===== config.mk =====
export PLATFORM = sky130hd
export DESIGN_NAME = tlpc_top
export DESIGN_NICKNAME = d
export VERILOG_FILES = /design/src/include/tlpc_pkg.sv /design/src/hw/tlpc_regfile.sv /design/src/hw/tlpc_top.sv
export SDC_FILE = /design/constraint.sdc
export NUM_CORES = 1
export LEC_CHECK = 0
export BUFFER_PORTS_ARGS = -buffer_cell sky130_fd_sc_hd__buf_2
export CAP_MARGIN = 30
export CORE_MARGIN = 8
export CORE_UTILIZATION = 51
export CTS_BUF_LIST = sky130_fd_sc_hd__clkbuf_8 sky130_fd_sc_hd__clkbuf_16
export DETAILED_ROUTE_END_ITERATION = 8
export PLACE_DENSITY = 0.79
export SLEW_MARGIN = 20
export SYNTH_ARGS = -nofsm -noshare
export SYNTH_HDL_FRONTEND = slang
export SYNTH_HIERARCHICAL = 1
export SYNTH_SLANG_ARGS = --single-unit

===== constraint.sdc =====
create_clock -name clk_i -period 2.6 [get_ports clk_i]
set_clock_uncertainty 0.15 [all_clocks]
set_input_delay 0.39 -clock clk_i [delete_from_list [all_inputs] [get_ports clk_i]]
set_output_delay 0.39 -clock clk_i [all_outputs]
set_load 0.005 [all_outputs]

===== src/include/tlpc_pkg.sv =====
//======================================================================
//======================================================================
package tlpc_pkg;

    //==================================================================
    // register offsets
    localparam logic [7:0] TLPC_OFF_TEMP_CFG  = 8'hB6;
    localparam logic [7:0] TLPC_OFF_LOOP_CFG  = 8'hB7;
    localparam logic [7:0] TLPC_OFF_LP_CFG    = 8'hB8;
    localparam logic [7:0] TLPC_OFF_TRIM      = 8'hB9;
    localparam logic [7:0] TLPC_OFF_RXP_THR   = 8'hBA;
    localparam logic [7:0] TLPC_OFF_PIN_FUNC  = 8'hBE;
    localparam logic [7:0] TLPC_OFF_QUIET     = 8'hBF;
    localparam logic [7:0] TLPC_OFF_INJ_FAULT = 8'hC0;
    localparam logic [7:0] TLPC_OFF_TEMP_PWR  = 8'hC1;

    //==================================================================
    // writable bit masks (bits kept in storage)
    localparam logic [7:0] TLPC_WM_TEMP_CFG  = 8'hE0;
    localparam logic [7:0] TLPC_WM_LOOP_CFG  = 8'hDD;
    localparam logic [7:0] TLPC_WM_LP_CFG    = 8'h11;
    localparam logic [7:0] TLPC_WM_TRIM      = 8'h3F;
    localparam logic [7:0] TLPC_WM_RXP_THR   = 8'hFF;
    localparam logic [7:0] TLPC_WM_PIN_FUNC  = 8'h7F;
    localparam logic [7:0] TLPC_WM_QUIET     = 8'h0F;
    localparam logic [7:0] TLPC_WM_INJ_FAULT = 8'h01;
    localparam logic [7:0] TLPC_WM_TEMP_PWR  = 8'h20;

    //==================================================================
    // reset values
    localparam logic [7:0] TLPC_RST_TEMP_CFG  = 8'h60;
    localparam logic [7:0] TLPC_RST_LOOP_CFG  = 8'hDC;
    localparam logic [7:0] TLPC_RST_LP_CFG    = 8'h00;
    localparam logic [7:0] TLPC_RST_TRIM      = 8'h1F;
    localparam logic [7:0] TLPC_RST_RXP_THR   = 8'hFF;
    localparam logic [7:0] TLPC_RST_PIN_FUNC  = 8'h40;
    localparam logic [7:0] TLPC_RST_QUIET     = 8'h0B;
    localparam logic [7:0] TLPC_RST_INJ_FAULT = 8'h00;
    localparam logic [7:0] TLPC_RST_TEMP_PWR  = 8'h20;

    //==================================================================
    // field positions
    localparam int TLPC_B_EXT_SENSOR   = 7;
    localparam int TLPC_B_POWER_KEEP   = 5;
    localparam int TLPC_B_BIAS_TBL     = 7;
    localparam int TLPC_B_MON_RECALC   = 6;
    localparam int TLPC_B_TRACK_TBL    = 4;
    localparam int TLPC_B_PD_TBL       = 3;
    localparam int TLPC_B_MOD_TBL      = 2;
    localparam int TLPC_B_LOOP_EN      = 0;
    localparam int TLPC_B_RX_FOLLOW    = 4;
    localparam int TLPC_B_TX_FOLLOW    = 0;
    localparam int TLPC_B_ANALOG_SEL   = 6;
    localparam int TLPC_B_DETECT_SEL   = 5;
    localparam int TLPC_B_FAULT_INV    = 4;
    localparam int TLPC_B_NOSIG_INV    = 3;
    localparam int TLPC_B_TXDIS_INV    = 0;
    localparam int TLPC_B_PD_INHIBIT   = 3;
    localparam int TLPC_B_DETECT_ALLOW = 2;
    localparam int TLPC_B_NOSIG_INHIB  = 1;
    localparam int TLPC_B_LASER_INHIB  = 0;
    localparam int TLPC_B_SOFT_FAULT   = 0;
    localparam int TLPC_B_POWER_HOLD   = 5;

    // loop step states
    typedef enum logic [5:0] {
        TLPC_S_IDLE  = 6'b000001,
        TLPC_S_BIAS  = 6'b000010,
        TLPC_S_MOD   = 6'b000100,
        TLPC_S_PD    = 6'b001000,
        TLPC_S_MON   = 6'b010000,
        TLPC_S_DONE  = 6'b100000
    } tlpc_state_t;

    // table load strobes toward the datapath
    typedef struct packed {
        logic bias_load;
        logic mod_load;
        logic pd_load;
        logic mon_recalc;
    } tlpc_loop_req_t;

    // receive power calibration pair
    typedef struct packed {
        logic [7:0] gain;
        logic [7:0] shift;
    } tlpc_cal_pair_t;

    // register access from the two-wire port
    typedef struct packed {
        logic       wr;
        logic       rd;
        logic [7:0] addr;
        logic [7:0] wdata;
    } tlpc_req_t;

endpackage : tlpc_pkg

===== src/hw/tlpc_regfile.sv =====
`timescale 1ns/1ps
//======================================================================
// configuration register storage with masked writes and registered read
module tlpc_regfile
    import tlpc_pkg::*;
(
    // clock and reset
    input  wire logic       clk_i,
    input  wire logic       rst_i,
    // access request
    input  wire tlpc_req_t  req_i,
    // read data and register images
    output logic [7:0]      rdata_o,
    output logic [7:0]      temp_cfg_o,
    output logic [7:0]      loop_cfg_o,
    output logic [7:0]      lp_cfg_o,
    output logic [7:0]      trim_o,
    output logic [7:0]      rxp_thr_o,
    output logic [7:0]      pin_func_o,
    output logic [7:0]      quiet_o,
    output logic [7:0]      inj_fault_o,
    output logic [7:0]      temp_pwr_o
);

    // masked merge of a write
    function automatic logic [7:0] merge(input logic [7:0] wd, input logic [7:0] wm);
        merge = wd & wm;
    endfunction : merge

    // address hits
    wire hit_temp  = (req_i.addr == TLPC_OFF_TEMP_CFG);
    wire hit_loop  = (req_i.addr == TLPC_OFF_LOOP_CFG);
    wire hit_lp    = (req_i.addr == TLPC_OFF_LP_CFG);
    wire hit_trim  = (req_i.addr == TLPC_OFF_TRIM);
    wire hit_thr   = (req_i.addr == TLPC_OFF_RXP_THR);
    wire hit_pin   = (req_i.addr == TLPC_OFF_PIN_FUNC);
    wire hit_quiet = (req_i.addr == TLPC_OFF_QUIET);
    wire hit_inj   = (req_i.addr == TLPC_OFF_INJ_FAULT);
    wire hit_tpwr  = (req_i.addr == TLPC_OFF_TEMP_PWR);

    // read selection, undefined bits and addresses read zero
    logic [7:0] rd_sel;
    assign rd_sel = hit_temp  ? temp_cfg_o  :
                    hit_loop  ? loop_cfg_o  :
                    hit_lp    ? lp_cfg_o    :
                    hit_trim  ? trim_o      :
                    hit_thr   ? rxp_thr_o   :
                    hit_pin   ? pin_func_o  :
                    hit_quiet ? quiet_o     :
                    hit_inj   ? inj_fault_o :
                    hit_tpwr  ? temp_pwr_o  : 8'h00;

    // register writes
    always_ff @(posedge clk_i) begin
        if (rst_i) begin
            temp_cfg_o  <= TLPC_RST_TEMP_CFG;
            loop_cfg_o  <= TLPC_RST_LOOP_CFG;
            lp_cfg_o    <= TLPC_RST_LP_CFG;
            trim_o      <= TLPC_RST_TRIM;
            rxp_thr_o   <= TLPC_RST_RXP_THR;
            pin_func_o  <= TLPC_RST_PIN_FUNC;
            quiet_o     <= TLPC_RST_QUIET;
            inj_fault_o <= TLPC_RST_INJ_FAULT;
            temp_pwr_o  <= TLPC_RST_TEMP_PWR;
        end else if (req_i.wr) begin
            if (hit_temp)  temp_cfg_o  <= merge(req_i.wdata, TLPC_WM_TEMP_CFG);
            if (hit_loop)  loop_cfg_o  <= merge(req_i.wdata, TLPC_WM_LOOP_CFG);
            if (hit_lp)    lp_cfg_o    <= merge(req_i.wdata, TLPC_WM_LP_CFG);
            if (hit_trim)  trim_o      <= merge(req_i.wdata, TLPC_WM_TRIM);
            if (hit_thr)   rxp_thr_o   <= merge(req_i.wdata, TLPC_WM_RXP_THR);
            if (hit_pin)   pin_func_o  <= merge(req_i.wdata, TLPC_WM_PIN_FUNC);
            if (hit_quiet) quiet_o     <= merge(req_i.wdata, TLPC_WM_QUIET);
            if (hit_inj)   inj_fault_o <= merge(req_i.wdata, TLPC_WM_INJ_FAULT);
            if (hit_tpwr)  temp_pwr_o  <= merge(req_i.wdata, TLPC_WM_TEMP_PWR);
        end
    end

    // registered read data
    always_ff @(posedge clk_i) begin
        if (rst_i) begin
            rdata_o <= 8'h00;
        end else if (req_i.rd) begin
            rdata_o <= rd_sel;
        end
    end

endmodule : tlpc_regfile


===== src/hw/tlpc_top.sv =====
`timescale 1ns/1ps
//======================================================================
// loop and pin configuration block of the transceiver controller
module tlpc_top
    import tlpc_pkg::*;
(
    // clock and reset
    input  wire logic           clk_i,
    input  wire logic           rst_i,
    // two-wire port register access
    input  wire logic           reg_wr_i,
    input  wire logic           reg_rd_i,
    input  wire logic [7:0]     reg_addr_i,
    input  wire logic [7:0]     reg_wdata_i,
    output logic [7:0]          reg_rdata_o,
    // pins from outside
    input  wire logic           lowpower_pin_i,
    input  wire logic           tx_disable_pin_i,
    // internal status from analog side
    input  wire logic           tx_fault_i,
    input  wire logic           signal_detect_i,
    input  wire logic           tx_detect_i,
    input  wire logic           analog_out_i,
    input  wire logic           pd_ctrl_i,
    input  wire logic           loop_tick_i,
    input  wire logic           conv_active_i,
    // receive power calibration
    input  wire logic [7:0]     rx_power_sample_i,
    input  wire tlpc_cal_pair_t lower_pair_i,
    input  wire tlpc_cal_pair_t upper_pair_i,
    output tlpc_cal_pair_t      rx_cal_pair_o,
    // temperature sensor control
    output logic                ext_sensor_sel_o,
    output logic                sensor_power_o,
    output logic [5:0]          temp_trim_o,
    // loop control
    output logic                loop_running_o,
    output tlpc_loop_req_t      loop_req_o,
    output logic                track_table_use_o,
    // path power
    output logic                rx_power_down_o,
    output logic                tx_power_down_o,
    // output pins
    output logic                pin39_o,
    output logic                pin21_o,
    output logic                nosig_pin_o,
    output logic                pd_ctrl_o,
    output logic                pd_ctrl_oe_o,
    output logic                tx_data_en_o,
    output logic                laser_current_en_o,
    // laser safety outputs
    output logic                soft_tx_fault_o,
    output logic                tx_disable_eff_o
);

    //==================================================================
    // register bank
    tlpc_req_t  req;
    logic [7:0] temp_cfg;
    logic [7:0] loop_cfg;
    logic [7:0] lp_cfg;
    logic [7:0] trim;
    logic [7:0] rxp_thr;
    logic [7:0] pin_func;
    logic [7:0] quiet;
    logic [7:0] inj_fault;
    logic [7:0] temp_pwr;

    assign req = '{wr: reg_wr_i, rd: reg_rd_i, addr: reg_addr_i, wdata: reg_wdata_i};

    tlpc_regfile u_regs (
        .clk_i       (clk_i),
        .rst_i       (rst_i),
        .req_i       (req),
        .rdata_o     (reg_rdata_o),
        .temp_cfg_o  (temp_cfg),
        .loop_cfg_o  (loop_cfg),
        .lp_cfg_o    (lp_cfg),
        .trim_o      (trim),
        .rxp_thr_o   (rxp_thr),
        .pin_func_o  (pin_func),
        .quiet_o     (quiet),
        .inj_fault_o (inj_fault),
        .temp_pwr_o  (temp_pwr)
    );

    //==================================================================
    // pin synchronisers
    logic lp_meta;
    logic lp_sync;
    logic dis_meta;
    logic dis_sync;

    always_ff @(posedge clk_i) begin
        if (rst_i) begin
            lp_meta  <= 1'b0;
            lp_sync  <= 1'b0;
            dis_meta <= 1'b0;
            dis_sync <= 1'b0;
        end else begin
            lp_meta  <= lowpower_pin_i;
            lp_sync  <= lp_meta;
            dis_meta <= tx_disable_pin_i;
            dis_sync <= dis_meta;
        end
    end

    //==================================================================
    // temperature sensor control
    wire power_keep = temp_cfg[TLPC_B_POWER_KEEP];
    wire power_hold = temp_pwr[TLPC_B_POWER_HOLD];

    assign ext_sensor_sel_o = temp_cfg[TLPC_B_EXT_SENSOR];
    // powered always when both hold and keep bits are set, else only during conversions
    assign sensor_power_o   = (power_hold & power_keep) | conv_active_i;
    assign temp_trim_o      = trim[5:0];

    //==================================================================
    // receive power calibration pair selection
    wire rxp_upper = (rx_power_sample_i > rxp_thr);
    assign rx_cal_pair_o = rxp_upper ? upper_pair_i : lower_pair_i;

    //==================================================================
    // low-power pin response
    assign rx_power_down_o = lp_cfg[TLPC_B_RX_FOLLOW] & lp_sync;
    assign tx_power_down_o = lp_cfg[TLPC_B_TX_FOLLOW] & lp_sync;

    //==================================================================
    // main loop sequencer, one pass of enabled steps per tick
    tlpc_state_t state;
    tlpc_state_t next_state;
    wire loop_en = loop_cfg[TLPC_B_LOOP_EN];
    wire en_bias = loop_cfg[TLPC_B_BIAS_TBL];
    wire en_mod  = loop_cfg[TLPC_B_MOD_TBL];
    wire en_pd   = loop_cfg[TLPC_B_PD_TBL];
    wire en_mon  = loop_cfg[TLPC_B_MON_RECALC];

    always_comb begin
        next_state = state;
        case (state)
            TLPC_S_IDLE: if (loop_en && loop_tick_i) next_state = TLPC_S_BIAS;
            TLPC_S_BIAS: next_state = TLPC_S_MOD;
            TLPC_S_MOD:  next_state = TLPC_S_PD;
            TLPC_S_PD:   next_state = TLPC_S_MON;
            TLPC_S_MON:  next_state = TLPC_S_DONE;
            TLPC_S_DONE: next_state = TLPC_S_IDLE;
            default:     next_state = TLPC_S_IDLE;
        endcase
        if (!loop_en) next_state = TLPC_S_IDLE;
    end

    // state register
    always_ff @(posedge clk_i) begin
        if (rst_i) state <= TLPC_S_IDLE;
        else       state <= next_state;
    end

    // load strobes, one per iteration for each enabled step
    tlpc_loop_req_t next_req;
    always_comb begin
        next_req            = '0;
        next_req.bias_load  = (state == TLPC_S_BIAS) & en_bias & loop_en;
        next_req.mod_load   = (state == TLPC_S_MOD)  & en_mod  & loop_en;
        next_req.pd_load    = (state == TLPC_S_PD)   & en_pd   & loop_en;
        next_req.mon_recalc = (state == TLPC_S_MON)  & en_mon  & loop_en;
    end

    assign loop_req_o        = next_req;
    assign loop_running_o    = loop_en;
    assign track_table_use_o = loop_cfg[TLPC_B_TRACK_TBL];

    //==================================================================
    // output pin shaping
    wire fault_drv   = tx_fault_i ^ pin_func[TLPC_B_FAULT_INV];
    wire detect_drv  = quiet[TLPC_B_DETECT_ALLOW] ? tx_detect_i : 1'b1;
    // polarity 1: high when signal present; 0: high when no signal
    wire nosig_raw   = pin_func[TLPC_B_NOSIG_INV] ? signal_detect_i : ~signal_detect_i;
    wire next_pin39  = pin_func[TLPC_B_ANALOG_SEL] ? analog_out_i : fault_drv;
    wire next_pin21  = pin_func[TLPC_B_DETECT_SEL] ? detect_drv : fault_drv;
    wire next_nosig  = quiet[TLPC_B_NOSIG_INHIB] ? 1'b1 : nosig_raw;
    wire laser_on    = ~quiet[TLPC_B_LASER_INHIB];

    // registered pin drivers
    always_ff @(posedge clk_i) begin
        if (rst_i) begin
            pin39_o            <= 1'b0;
            pin21_o            <= 1'b0;
            nosig_pin_o        <= 1'b1;
            pd_ctrl_o          <= 1'b0;
            pd_ctrl_oe_o       <= 1'b0;
            tx_data_en_o       <= 1'b0;
            laser_current_en_o <= 1'b0;
            soft_tx_fault_o    <= 1'b0;
            tx_disable_eff_o   <= 1'b0;
        end else begin
            pin39_o            <= next_pin39;
            pin21_o            <= next_pin21;
            nosig_pin_o        <= next_nosig;
            pd_ctrl_o          <= pd_ctrl_i;
            pd_ctrl_oe_o       <= ~quiet[TLPC_B_PD_INHIBIT];
            tx_data_en_o       <= laser_on;
            laser_current_en_o <= laser_on;
            soft_tx_fault_o    <= inj_fault[TLPC_B_SOFT_FAULT];
            tx_disable_eff_o   <= dis_sync ^ pin_func[TLPC_B_TXDIS_INV];
        end
    end

endmodule : tlpc_top


After elaboration in Yosys (flattened, before gate mapping)
Cells that the tools add are included.
{ "word_totals": {"ramBits": 0, "inputBits": 69, "latchBits": 0, "output_inout_bits": 49, "n_memories": 0, "regBits": 64, "mem_bits_ro": 0} }
{ "classes": {"mul": 0, "muxes": 16, "addsub": 0, "n_shift": 0, "n_bitwise": 18, "order_cmp": 1, "div": 0, "n_eq_ne": 15, "reduce_logical": 12} }
{ "op_table": {"columns": ["operator", "count"], "rows": [
  ["== test 8 bit, second input constant", 9],
  ["two-way mux 8 bit", 8],
  ["one-hot mux 6 bit (5 select lines)", 1],
  ["AND reduction 2 bit", 9],
  ["two-way mux 16 bit", 1],
  ["two-way mux 6 bit", 2],
  ["bitwise AND 1 bit", 11],
  ["> comparator 8 bit", 1],
  ["== test 6 x 1 -> 1 bit, second input constant", 1],
  ["== test 6 x 2 -> 1 bit, second input constant", 1],
  ["== test 6 x 3 -> 1 bit, second input constant", 1],
  ["== test 6 x 4 -> 1 bit, second input constant", 1],
  ["== test 6 x 5 -> 1 bit, second input constant", 1],
  ["two-way mux 1 bit", 4],
  ["NOT 1 bit", 4],
  ["OR reduction 2 bit", 2],
  ["inequality test 2 bit, second input constant", 1],
  ["bitwise XOR 1 bit", 2],
  ["logical AND 1 bit", 1],
  ["bitwise OR 1 bit", 1]
]} }

Depth between registers and ports, before layout
{ "depth": {"ltp_word": 10, "mapped_depth": 8, "mapped_depth_nobuf": 7} }

Hierarchy
Netlist, hierarchy kept.
{ "by_module_without_submodules": {"columns": ["module", "area_each_um2", "cells_per_inst", "seq_area_each_um2", "n_inst"], "rows": [
  ["tlpc_regfile", 2478.6, 284, 920.9, 1],
  ["tlpc_top", 1172.4, 118, 360.3, 1]
]} }

Least setup slack after synthesis
No wires, ideal clock.
{ "synth_path": {"path_type": "input-to-output", "start": "input port rx_power_sample_i[1]", "end": "output port rx_cal_pair_o[10] (netlist name)", "cell_stages": 7, "slack_ns": 0.322, "n_path_buf": 1, "arrival_ns": 1.738, "cell_sequence": "ha_1 -> nor2b_4 -> o211ai_2 -> a21oi_2 -> o22ai_4 -> buf_12 -> mux2_4"} }
{ "synth_rtl": {"columns": ["item", "line_no", "source"], "rows": [
  ["from (decl)", "tlpc_top.sv:28", "input wire logic [7:0] rx_power_sample_i,"],
  ["to (decl)", "tlpc_top.sv:31", "output tlpc_cal_pair_t rx_cal_pair_o,"]
]} }

==> metrics.md <==
| Metric | Value |
|---|---|
| Die height | `97.6 um` |
| M1 GR Usage | `24.6%` |
| Die area | `~0.0095 mm2` |
| Min-Delay Path Class | `in2reg` |
| Pre-CTS WS | `0.0814 ns` |
| Most Crowded Layer GR | `met2` |
| WL/cell | `18.3 um` |
| Detailed Route WL | `around 10 mm` |
| CTS buffer count | `9` |
| Post-DP Area | `0.00406 mm2` |
| Yosys warnings | `6` |
| Max Transition Viols Final | `0` |
| Final number of setup-violating endpoints | `16` |
| Via count | `3266` |
| Design area | `around 0.0045 mm2` |
| GRT Total Usage | `21.0%` |
| Final hold vios | `0` |
| Register area | `~0.0013 mm2` |
| Clock tree from TritonCTS | `yes` |
| Slack of the critical path | `-0.0862 ns` |
| Pleak | `around 2.2 nW` |
| Clock slew at reported path FFs | `roughly 0.060 ns` |
| Antenna Cells | `0` |
| Slowest CP cell | `dfxtp_2` |
| Net Sw Frac | `22.3%` |
| Vias in the first global route | `between 3000 and 4000` |
| Combinational Power Share | `11.5%` |
| CP Data Required Time | `2.06 ns` |
| First-pass iteration count of the detailed router | `5` |
| CP Capture Type | `output port` |
| Hpwl dp | `7.50 mm` |
| Root buf cell | `clkbuf_8` |
| Avg Synthesized Cell Area | `9.24 um2` |
| Layout Cells excl Fill | `around 570` |
| Max-cap viol count | `0` |
| M2 GR Usage | `around 36%` |
| Least-Margin Pin Slew | `0.519 ns` |
| Port Buffer Count | `117` |
| Fmax | `0.372 GHz` |
| Worst rel slew slack | `65.3%` |
| CTS HTree Levels | `3` |
| # clock sinks | `64` |
| Clock latency on the worst-skew pair | `0.34 ns` |
| Number of vias per cell | `between 5 and 6` |
| RSZ-0062 raised after global routing | `yes` |
| Die Width | `97.6 um` |
| Pwr Density | `484 mW/mm2` |
| P&R area growth vs syn | `32.9%` |
| Sequential share of power | `45.5%` |
| Initial antenna violation count | `0` |
| Internal | `between 0.0015 and 0.002 W` |
| I/O Pins | `118` |
| CP peak stage delay | `about 0.34 ns` |
| Util after Layout | `between 70% and 80%` |
| Setup TNS | `-1.21 ns` |
| Proportion of power drawn by the clock network | `43.0%` |
| Share of cells above drive strength 1 | `38.8%` |
| Largest net degree at the start of global routing | `30` |
| Core region area | `0.00639 mm2` |
| Switching Power | `0.000487 W` |
| Final nets | `between 500 and 600` |
| Filler cells | `501` |
| Syn Nets | `444` |
| Routability cong. | `0.901` |
| Critical path type | `reg2out` |
| VDD IR-drop max | `0.454 mV` |
| Gate Count Post-Synth | `approximately 370` |
| FP Rows | `29` |
| CP Launch Type | `flop` |
| Failing checks | `negative setup slack` |
| Period Utilization, post-route | `103%` |
| DRT antenna net count | `0` |
| Placed insts | `552` |
| Clk buf depth | `2` |
| Crit path cell chain | `inv_2 > ha_4 > nor2b_4 > o211ai_2 > a21oi_2 > o22ai_4 > buf_16 > mux2_4 > buf_6` |
| Post-Syn Area | `0.00339 mm2` |
| Initial Utilization | `53.1%` |
| Residual DRC count | `0` |
| Met3 Resource Use GR | `roughly 5.8%` |
| Area of the multi-input gates | `0.00203 mm2` |
| Worst EP arrival | `2.15 ns` |
| Fin crit period | `between 2 and 3 ns` |
| Worst Path Max Fanout | `8` |
| Iter 0 DRT Violations | `183` |
| First-pass GRT wire length | `16.5 mm` |
| Status | `finished with violations` |
| Total grt overflow | `0` |
worst max-delay path: cells and delay by family (launching register included):
family,cells,cell delay [ns]
and+or+nand+nor,1,0.12
DFF,1,0.34
AOI/OAI and AO/OA,3,0.48
adders and majority gates,1,0.21
muxes,1,0.31
buffers and inverters,3,0.34
cell type report:
type	instances	share of cell area, %
Clock inverter	4	1.53
Clock buffer	11	3.36
Multi-Input combinational cell	266	45.0
Timing Repair Buffer	129	17.9
Inverter	18	1.50
Sequential cell	64	28.5
Tap cell	77	2.14
power groups by stage:
stage                     Clock (W)  Combinational, W  Sequential, W
after global placement            0          0.000209        0.00101
after detailed placement          0          0.000215        0.00101
after CTS                  0.000952          0.000246       0.000993
after floorplan                   0          0.000109        0.00101
after global routing       0.000989          0.000268       0.000993
final                      0.000939          0.000251       0.000993
stage by stage:
| step | hold slack, ns | power (W) |
|---|---|---|
| detailed placement | 0.286 | 0.00123 |
| global placement | 0.283 | 0.00122 |
| CTS | 0.121 | 0.00219 |
| floorplan | 0.257 | 0.00112 |
| global route | 0.125 | 0.00225 |
| finish | 0.120 | 0.00218 |
cell usage in the layout, fill, tap and decap left out, types with 5 or more instances in the layout:
| cell type | instances |
|---|---|
| a211o_1 | 19 |
| a21oi_1 | 13 |
| and2_1 | 6 |
| and3_1 | 5 |
| buf_2 | 101 |
| buf_4 | 10 |
| buf_6 | 16 |
| clkbuf_8 | 11 |
| dfxtp_1 | 61 |
| inv_1 | 17 |
| mux2_4 | 16 |
| mux2i_1 | 19 |
| nand2_1 | 24 |
| nand3_1 | 7 |
| nor2_1 | 37 |
| nor2b_1 | 21 |
| nor3_1 | 6 |
| nor4_1 | 5 |
| o21ai_0 | 6 |
flip-flops by register name, indices dropped and copies added, names as in the netlist, 2 cells and up:
| name | count |
|---|---|
| u_regs/rxp_thr_o | 8 |
| state | 6 |
| u_regs/quiet_o | 4 |
| u_regs/lp_cfg_o | 2 |
| u_regs/rdata_o | 8 |
| u_regs/trim_o | 6 |
| u_regs/loop_cfg_o | 6 |
| u_regs/temp_cfg_o | 3 |
| u_regs/pin_func_o | 7 |
final timing paths:
| check | start | slack, ns | depth (start not counted) | endpoint |
|---|---|---|---|---|
| setup / recovery | u_regs/rxp_thr_o[1] | -0.09 | 9 | rx_cal_pair_o[7] |
| hold / removal | tx_disable_pin_i | 0.12 | 2 | dis_meta |
| setup reg to reg | u_regs/pin_func_o[5] | 0.93 | 5 | u_regs/rdata_o[5] |
| hold reg to reg | u_regs/quiet_o[3] | 0.30 | 1 | pd_ctrl_oe_o |
metal layers:
metal | vias up | routed length, um
met5 | - | 0
met4 | 0 | 211
met1 | 1547 | 4320
met2 | 144 | 5210
li1 | 1557 | -
met3 | 18 | 690
timing repair:
action | CTS | global route
setup endpoints to repair | 16 | 16
hold buffers | 0 | 0
cloned | 1 | 0
gates resized for setup | 35 | 0
pin swaps | 6 | 3
setup buffers | 1 | 0
(Power assumes the default switching activity.)
